==> config.mk <==
export PLATFORM = sky130hd
export DESIGN_NAME = fl_ctrl_top
export DESIGN_NICKNAME = d
export VERILOG_FILES = /design/src/verilog/fl_ctrl_pkg.sv /design/src/verilog/fl_ctrl_timer.sv /design/src/verilog/fl_ctrl_top.sv
export SDC_FILE = /design/constraint.sdc
export NUM_CORES = 1
export LEC_CHECK = 0
export BUFFER_PORTS_ARGS = -buffer_cell sky130_fd_sc_hd__buf_2
export CAP_MARGIN = 5
export CORE_UTILIZATION = 60
export CTS_BUF_LIST = sky130_fd_sc_hd__clkbuf_4
export CTS_CLUSTER_DIAMETER = 120
export DETAILED_ROUTE_END_ITERATION = 10
export GPL_ROUTABILITY_DRIVEN = 0
export PLACE_DENSITY = 0.94
export REMOVE_ABC_BUFFERS = 1
export SLEW_MARGIN = 30
export SYNTH_ARGS = -nofsm -noshare
export SYNTH_HDL_FRONTEND = slang
export SYNTH_SLANG_ARGS = --single-unit
==> constraint.sdc <==
create_clock -name i_clk -period 4.2 [get_ports i_clk]
set_clock_uncertainty 0.1 [all_clocks]
set_input_delay 0 -clock i_clk [delete_from_list [all_inputs] [get_ports i_clk]]
set_output_delay 0 -clock i_clk [all_outputs]
set_load 0.1 [all_outputs]
==> src/verilog/fl_ctrl_pkg.sv <==
// Package for the fastlock and loop auxiliary control block
package fl_ctrl_pkg;
   localparam int FL_TOC_W = 14;
   localparam logic [13:0] FL_TOC_HIZ = 14'h0000;
   localparam logic [13:0] FL_TOC_MANUAL = 14'h0001;
   localparam logic [13:0] FL_TOC_LOW = 14'h0002;
   localparam logic [13:0] FL_TOC_HIGH = 14'h0003;
   localparam logic [13:0] FL_TOC_MIN_EN = 14'h0004;
   localparam logic [3:0] FL_SEL_FASTLOCK = 4'hd;
   localparam logic [3:0] FL_SEL_AUX = 4'hf;
   localparam logic [3:0] FL_SEL_FREQ = 4'h0;
   localparam int FL_CSR_HI = 23;
   localparam int FL_CSR_LO = 22;
   localparam int FL_CPF_HI = 21;
   localparam int FL_CPF_LO = 18;
   localparam int FL_TOC_HI = 17;
   localparam int FL_TOC_LO = 4;
   localparam int FL_AUX_QRATE = 13;
   localparam int FL_AUX_IF_CLR = 7;
   localparam int FL_AUX_RF_CLR = 6;
   localparam int FL_AUX_IF_FLT = 5;
   localparam int FL_AUX_RF_FLT = 4;
   localparam logic [1:0] FL_QRATE_LAST = 2'h3;
   localparam logic [4:0] FL_GAIN_NORMAL = 5'h01;
   localparam logic [4:0] FL_DIV_1 = 5'h01;
   localparam logic [4:0] FL_DIV_2 = 5'h02;
   localparam logic [4:0] FL_DIV_4 = 5'h04;
   localparam logic [4:0] FL_DIV_16 = 5'h10;

   typedef struct packed {
      logic [1:0] cycle_slip_reduction;
      logic [3:0] pump;
      logic [13:0] timeout;
   } fl_ctrl_cfg_t;

   typedef struct packed {
      logic quarter_rate;
      logic if_clear;
      logic rf_clear;
      logic if_float;
      logic rf_float;
   } fl_ctrl_aux_t;

   typedef enum logic [1:0] {
      FL_ST_IDLE = 2'b00,
      FL_ST_FAST = 2'b01
   } fl_ctrl_state_t;
endpackage

==> src/verilog/fl_ctrl_timer.sv <==
// Fastlock timeout counter driven by comparison events
`timescale 1ns/1ps
`default_nettype none
module fl_ctrl_timer
   import fl_ctrl_pkg::*;
(
   // Clock and reset
   input wire logic i_clk,
   input wire logic i_rst_n,
   // Control
   input wire logic i_start,
   input wire logic i_abort,
   input wire logic [13:0] i_timeout,
   input wire logic i_event,
   // Status
   output logic o_active
);
   logic [14:0] remain_r;
   fl_ctrl_state_t state_r;

   // Holds for twice the programmed value in comparison events
   always_ff @(posedge i_clk or negedge i_rst_n) begin
      if (!i_rst_n) begin
         state_r <= FL_ST_IDLE;
         remain_r <= '0;
      end else if (i_abort) begin
         state_r <= FL_ST_IDLE;
         remain_r <= '0;
      end else if (i_start) begin
         state_r <= FL_ST_FAST;
         remain_r <= {i_timeout, 1'b0};
      end else begin
         unique case (state_r)
            FL_ST_IDLE: begin
               remain_r <= '0;
            end
            FL_ST_FAST: begin
               if (i_event) begin
                  remain_r <= remain_r - 15'h0001;
                  if (remain_r == 15'h0001) begin
                     state_r <= FL_ST_IDLE;
                  end
               end
            end
            default: begin
               state_r <= FL_ST_IDLE;
            end
         endcase
      end
   end

   assign o_active = (state_r == FL_ST_FAST);
endmodule // fl_ctrl_timer
`default_nettype wire

==> src/verilog/fl_ctrl_top.sv <==
// Fastlock, cycle-slip and loop auxiliary control of the synthesizer
// Behaviour
// - Timeout 0..3 disables timed fastlock; pin is general tri-statable output.
// - Timeout 4..16383 enables fastlock; pin shows fastlock indication.
// - Fastlock lasts twice the timeout in comparison events.
// - Timeout 0 high-Z, 1 low plus manual fastlock, 2 low, 3 high.
// - Fastlock pump gain is field plus one, 1X to 16X.
// - Cycle-slip field gives rate divide 1, 2, 4 or 16.
// - Quarter-rate bit divides RF lock-detect comparison by 4; IF untouched.
// - IF clear bit resets IF counters and floats IF pump.
// - RF clear bit resets RF counters and floats RF pump.
// - Power-up applies counter reset automatically.
// - RF float bit floats RF pump, counters keep running.
// - IF float bit floats IF pump, counters keep running.
// - Word: cycle-slip 23:22, pump 21:18, timeout 17:4, select 3:0.
`timescale 1ns/1ps
`default_nettype none
module fl_ctrl_top
   import fl_ctrl_pkg::*;
(
   // Clock and reset
   input wire logic i_clk,
   input wire logic i_rst_n,
   // Loaded control word from the serial link
   input wire logic [23:0] i_word,
   input wire logic i_word_load,
   // Power-up and comparison events
   input wire logic i_power_up,
   input wire logic i_rf_cmp_event,
   // Fastlock pin
   output logic o_rf_fastlock_pin,
   output logic o_rf_fastlock_pin_oe,
   // Loop controls
   output logic o_fastlock_active,
   output logic [4:0] o_rf_pump_gain,
   output logic [4:0] o_csr_divide,
   output logic o_rf_ld_event,
   output logic o_rf_counter_reset,
   output logic o_if_counter_reset,
   output logic o_rf_pump_tristate,
   output logic o_if_pump_tristate
);
   fl_ctrl_cfg_t cfg_r;
   fl_ctrl_aux_t aux_r;
   logic [1:0] qdiv_r;
   logic pwr_clr_r;
   logic timer_active;
   logic timer_start;
   logic fast_on;
   logic [4:0] pump_gain_nxt;
   logic [4:0] csr_div_nxt;

   function automatic logic [4:0] fl_csr_div(input logic [1:0] code);
      unique case (code)
         2'h0: fl_csr_div = FL_DIV_1;
         2'h1: fl_csr_div = FL_DIV_2;
         2'h2: fl_csr_div = FL_DIV_4;
         2'h3: fl_csr_div = FL_DIV_16;
      endcase
   endfunction

   // Fastlock configuration word
   always_ff @(posedge i_clk or negedge i_rst_n) begin
      if (!i_rst_n) begin
         cfg_r <= '0;
      end else if (i_word_load && i_word[3:0] == FL_SEL_FASTLOCK) begin
         cfg_r.cycle_slip_reduction <= i_word[FL_CSR_HI:FL_CSR_LO];
         cfg_r.pump <= i_word[FL_CPF_HI:FL_CPF_LO];
         cfg_r.timeout <= i_word[FL_TOC_HI:FL_TOC_LO];
      end
   end

   // Auxiliary control word
   always_ff @(posedge i_clk or negedge i_rst_n) begin
      if (!i_rst_n) begin
         aux_r <= '0;
      end else if (i_word_load && i_word[3:0] == FL_SEL_AUX) begin
         aux_r.quarter_rate <= i_word[FL_AUX_QRATE];
         aux_r.if_clear <= i_word[FL_AUX_IF_CLR];
         aux_r.rf_clear <= i_word[FL_AUX_RF_CLR];
         aux_r.if_float <= i_word[FL_AUX_IF_FLT];
         aux_r.rf_float <= i_word[FL_AUX_RF_FLT];
      end
   end

   // Frequency word loads start fastlock when enabled
   assign timer_start = i_word_load && i_word[3:0] == FL_SEL_FREQ
      && cfg_r.timeout >= FL_TOC_MIN_EN;

   fl_ctrl_timer u_timer (
      .i_clk(i_clk),
      .i_rst_n(i_rst_n),
      .i_start(timer_start),
      .i_abort(cfg_r.timeout < FL_TOC_MIN_EN),
      .i_timeout(cfg_r.timeout),
      .i_event(i_rf_cmp_event),
      .o_active(timer_active)
   );

   // Timer state lags an abort by one edge, so gate it with the live timeout
   assign fast_on = (timer_active && cfg_r.timeout >= FL_TOC_MIN_EN)
      || cfg_r.timeout == FL_TOC_MANUAL;
   assign pump_gain_nxt = fast_on ? {1'b0, cfg_r.pump} + FL_GAIN_NORMAL
      : FL_GAIN_NORMAL;
   assign csr_div_nxt = fast_on ? fl_csr_div(cfg_r.cycle_slip_reduction) : FL_DIV_1;

   always_ff @(posedge i_clk or negedge i_rst_n) begin
      if (!i_rst_n) begin
         o_fastlock_active <= 1'b0;
         o_rf_pump_gain <= FL_GAIN_NORMAL;
         o_csr_divide <= FL_DIV_1;
      end else begin
         o_fastlock_active <= fast_on;
         o_rf_pump_gain <= pump_gain_nxt;
         o_csr_divide <= csr_div_nxt;
      end
   end

   // Fastlock pin function
   always_ff @(posedge i_clk or negedge i_rst_n) begin
      if (!i_rst_n) begin
         o_rf_fastlock_pin <= 1'b0;
         o_rf_fastlock_pin_oe <= 1'b0;
      end else begin
         unique case (cfg_r.timeout)
            FL_TOC_HIZ: begin
               o_rf_fastlock_pin <= 1'b0;
               o_rf_fastlock_pin_oe <= 1'b0;
            end
            FL_TOC_MANUAL, FL_TOC_LOW: begin
               o_rf_fastlock_pin <= 1'b0;
               o_rf_fastlock_pin_oe <= 1'b1;
            end
            FL_TOC_HIGH: begin
               o_rf_fastlock_pin <= 1'b1;
               o_rf_fastlock_pin_oe <= 1'b1;
            end
            default: begin
               o_rf_fastlock_pin <= timer_active;
               o_rf_fastlock_pin_oe <= 1'b1;
            end
         endcase
      end
   end

   // Lock-detect quarter-rate divider on RF events only
   always_ff @(posedge i_clk or negedge i_rst_n) begin
      if (!i_rst_n) begin
         qdiv_r <= '0;
         o_rf_ld_event <= 1'b0;
      end else begin
         if (i_rf_cmp_event) begin
            qdiv_r <= qdiv_r + 2'h1;
         end
         o_rf_ld_event <= i_rf_cmp_event
            && (!aux_r.quarter_rate || qdiv_r == FL_QRATE_LAST);
      end
   end

   // Power-up counter reset, held for two cycles
   always_ff @(posedge i_clk or negedge i_rst_n) begin
      if (!i_rst_n) begin
         pwr_clr_r <= 1'b1;
      end else begin
         pwr_clr_r <= i_power_up;
      end
   end

   always_ff @(posedge i_clk or negedge i_rst_n) begin
      if (!i_rst_n) begin
         o_rf_counter_reset <= 1'b1;
         o_if_counter_reset <= 1'b1;
         o_rf_pump_tristate <= 1'b1;
         o_if_pump_tristate <= 1'b1;
      end else begin
         o_rf_counter_reset <= aux_r.rf_clear || pwr_clr_r || i_power_up;
         o_if_counter_reset <= aux_r.if_clear || pwr_clr_r || i_power_up;
         o_rf_pump_tristate <= aux_r.rf_clear || aux_r.rf_float;
         o_if_pump_tristate <= aux_r.if_clear || aux_r.if_float;
      end
   end
endmodule // fl_ctrl_top
`default_nettype wire
==> reports/summary.md <==
The register bit count reported by yosys works out to 61. The most used flip-flop cell after synthesis is sky130_fd_sc_hd__dfrtp_1. The clock sink count is 61, and the total setup violations reported at the end of the flow is 0.

The startpoint type of the worst setup path is a register. The top cell types in the final layout, fill and taps aside, are sky130_fd_sc_hd__dfrtp_1 (54), sky130_fd_sc_hd__buf_2 (45), sky130_fd_sc_hd__mux2_2 (25). The critical path is of the register to register type.

Buffer type at the clock tree root: sky130_fd_sc_hd__clkbuf_4. The tool flagged a number of max-cap violations equal to 0. The effective utilization at floorplan came out at 62.4%. The element type at the critical path end is a register.

Class of the tightest hold or removal check: input port to register. The clock reaches the later pin of the worst-skew pair after 0.40 ns. Static timing analysis puts the maximum clock frequency at 0.421 GHz. Setup repair after global routing left no endpoint under its margin. The run gives 0 as the overflow left after global routing.

The number of different library cells used by synthesis comes to 51. The routed layout has 2080 vias. The clock passes through at most 2 buffers. The H-tree was split into 3 levels. The net load switching power was 1020 uW; the largest net degree at the start of global routing was 62. The number of rows created at floorplan was 24; the final setup TNS was 0 ns. Global routing used 26.7% of the available tracks across all layers.

The run gives 0 as the post-cts sizing count. Dividing the detail-routed wire length by the instance count gives 16.4 um. The first TritonRoute pass finished after 4 iterations.

The core region is 4350 sq um. The net switching share of the total power works out to 44.0%. Of the total power, the clock network draws 16.6%.

The area overhead of the layout relative to synthesis is 23.0%, and the synthesized area is 2720 sq um. The post-detailed-routing wire length was 5840 um. By area the synthesized netlist is led by sky130_fd_sc_hd__dfrtp_1 (50%), sky130_fd_sc_hd__mux2_2 (10%), sky130_fd_sc_hd__dfstp_2 (6.8%). Yosys synthesis warning count: 0. The share of the Yosys chip area taken by registers is 56.5%.

The number of DRC markers in iteration 0 is 134, and the die height is 69.3 um. Dividing the detail-routed via count by the number of cells gives 5.83. Counting the buffers created by CTS gives 9.

The synthesized design devotes to its leading area cell type 49.8% of total area. IR analysis of the VDD net gives a maximum drop of 0.441 mV. The internal portion of the total power is 1300 uW. TritonCTS built the clock tree. The run gives 2.58 ns as the arrival time of the worst setup path.

The number of hold violations in the final report came out at 0. For the sequential power share, the log shows 39.6%. The run gives 228 as the cell count after synthesis. In this run the remaining antenna-violating nets after routing total 0.

Antenna cell count: 0. The run finished with clean final reports. The die covers 4800 sq um.

STA puts the critical path data required time at 4.40 ns. In this run the count of I/O pins placed on the die edge is 47. The first global-routing pass estimated 9740 um of wire. The smallest clock period supported by the final layout is computed as 2.37 ns. The critical-path maximum fanout was 8; the total half-perimeter wirelength after legalization and detailed placement was 3860 um. The count of nets after finishing is 333, and the leakage power summed over all cells is 0.00151 uW. The max-slew violation total from the final report came out at 0. Summing all placed instances gives a cell area of 2970 sq um.

The number of antenna violations at the first check in global routing was 0; the share of cells above drive strength 1 was 34.4%. Measured along the x axis, the die boundary spans 69.3 um. After detailed routing, the number of remaining DRC violations is 0.

The post-route clock period utilization works out to 56.5%. The slew at the pin closest to its max-slew limit works out to 0.729 ns. Port buffering added 45 buffers.

Worst relative slew slack: 51.4%. The library cell occupying the most area in the post-synthesis netlist was sky130_fd_sc_hd__dfrtp_1. The library cell used most frequently in the layout, excluding fill and tap cells, is sky130_fd_sc_hd__dfrtp_1. The total power density per cell area came out at 696 nW/um^2. The mean instance size in the synthesized netlist was 11.9 sq um; the relative contribution of combinational cells to total power was 43.8%. The finished cells cover 3340 sq um. The via count of the first global-routing pass was 2065. The number of enable flip-flop cells after synthesis is 0.

In the synthesized netlist the async set-or-reset flop fraction comes to 100%. After clock tree synthesis, the clock-pin slew on the worst setup and hold paths is 0.10 ns.
==> what timing repair did <==
item,in CTS,in global routing
setup endpoints to repair,0,0
endpoints found under the hold margin,94,0
hold buffers,24,0
setup buffers,0,0
==> worst max-delay path, cell delays in order, from the launching register on <==
cell and delay [ns]:
sky130_fd_sc_hd__dfrtp_1 0.42, sky130_fd_sc_hd__nor4_1 0.43, sky130_fd_sc_hd__and3_1 0.41, sky130_fd_sc_hd__mux2i_1 0.53, sky130_fd_sc_hd__inv_1 0.18, sky130_fd_sc_hd__and3_1 0.22
==> registers in the layout, indices dropped and copies added (netlist names) <==
register              count
aux_r                     5
cfg_r                    20
o_csr_divide              4
o_fastlock_active         1
o_if_counter_reset        1
o_if_pump_tristate        1
o_rf_counter_reset        1
o_rf_fastlock_pin         1
o_rf_fastlock_pin_oe      1
o_rf_ld_event             1
o_rf_pump_gain            5
o_rf_pump_tristate        1
pwr_clr_r                 1
qdiv_r                    2
u_timer.remain_r         15
u_timer.state_r           1
==> kinds of logic (layout without fill, tap and decap cells) <==
kind of cell,after synthesis,count (layout),synth area share [%]
adders and majority gates,4,4,1.84
muxes,26,26,10.7
and+or+nand+nor,78,78,16.5
AOI/OAI and AO/OA,29,29,7.28
DFF,61,61,56.5
buffers and inverters,16,93,2.72
other,1,1,0.138
xor gates and xnor gates,13,13,4.19
==> power by group through the flow <==
stage | logic, uW | registers [uW] | clock network (uW)
after floorplan | 506 | 1190 | 0
after global placement | 951 | 913 | 0
after detailed placement | 988 | 924 | 0
after CTS | 1010 | 913 | 393
after global routing | 1090 | 940 | 416
final | 1020 | 920 | 387
==> final timing paths <==
| check | startpoint | end | slack (ns) | cells after the start |
|---|---|---|---|---|
| hold reg to reg | aux_r[0] | o_rf_pump_tristate | 0.37 | 1 |
| setup reg to reg | cfg_r[12] | o_csr_divide[4] | 1.83 | 5 |
| max in group asynchronous | i_rst_n | u_timer.remain_r[11] | 3.34 | 3 |
| setup / recovery | cfg_r[12] | o_csr_divide[4] | 1.83 | 5 |
| min in group asynchronous | i_rst_n | u_timer.remain_r[7] | 0.17 | 3 |
| hold / removal | i_word[0] | aux_r[4] | 0.08 | 4 |
==> layout make-up <==
type,instances,area [sq um]
flip-flops and latches,61,1540
fillers,270,1010
clock inverters,6,55.1
repair buffers,71,480
inverters,6,22.5
multi-input cells,151,1110
well taps,52,65.1
clock buffers,10,75.1
==> cell usage after synthesis (all sizes together) (4+ instances only) <==
master / number
dfrtp: 54
mux2: 25
nand2: 20
o21ai: 12
nor2: 9
nor4: 9
nand3: 8
xnor2: 8
dfstp: 7
or3: 7
inv: 6
a21oi: 5
buf: 5
clkbuf: 5
or2: 5
xor2: 5
ha: 4
==> stage by stage <==
stage / hold slack, ns / power (uW) / cells / worst slack, ns / utilization (%)
finish: 0.0757 / 2320 / 357 / 1.83 / 76.7
floorplan: -0.396 / 1690 / 218 / 2.26 / -
CTS: 0.0610 / 2320 / 357 / 1.90 / 76.7
detailed placement: 0.0231 / 1910 / 317 / 1.89 / 68.2
global placement: 0.0199 / 1860 / 317 / 2.03 / 68.2
global route: 0.0795 / 2440 / 357 / 1.68 / 76.7
==> layer usage <==
layer  up-vias  GRT usage, %  wire, um
met5         -             0         0
met4         0          13.2       148
met3        14          5.52       355
met2        91          43.1      2910
met1      1016          34.3      2420
li1        959             -         -
No activity file was read; power rests on OpenSTA's default activity.
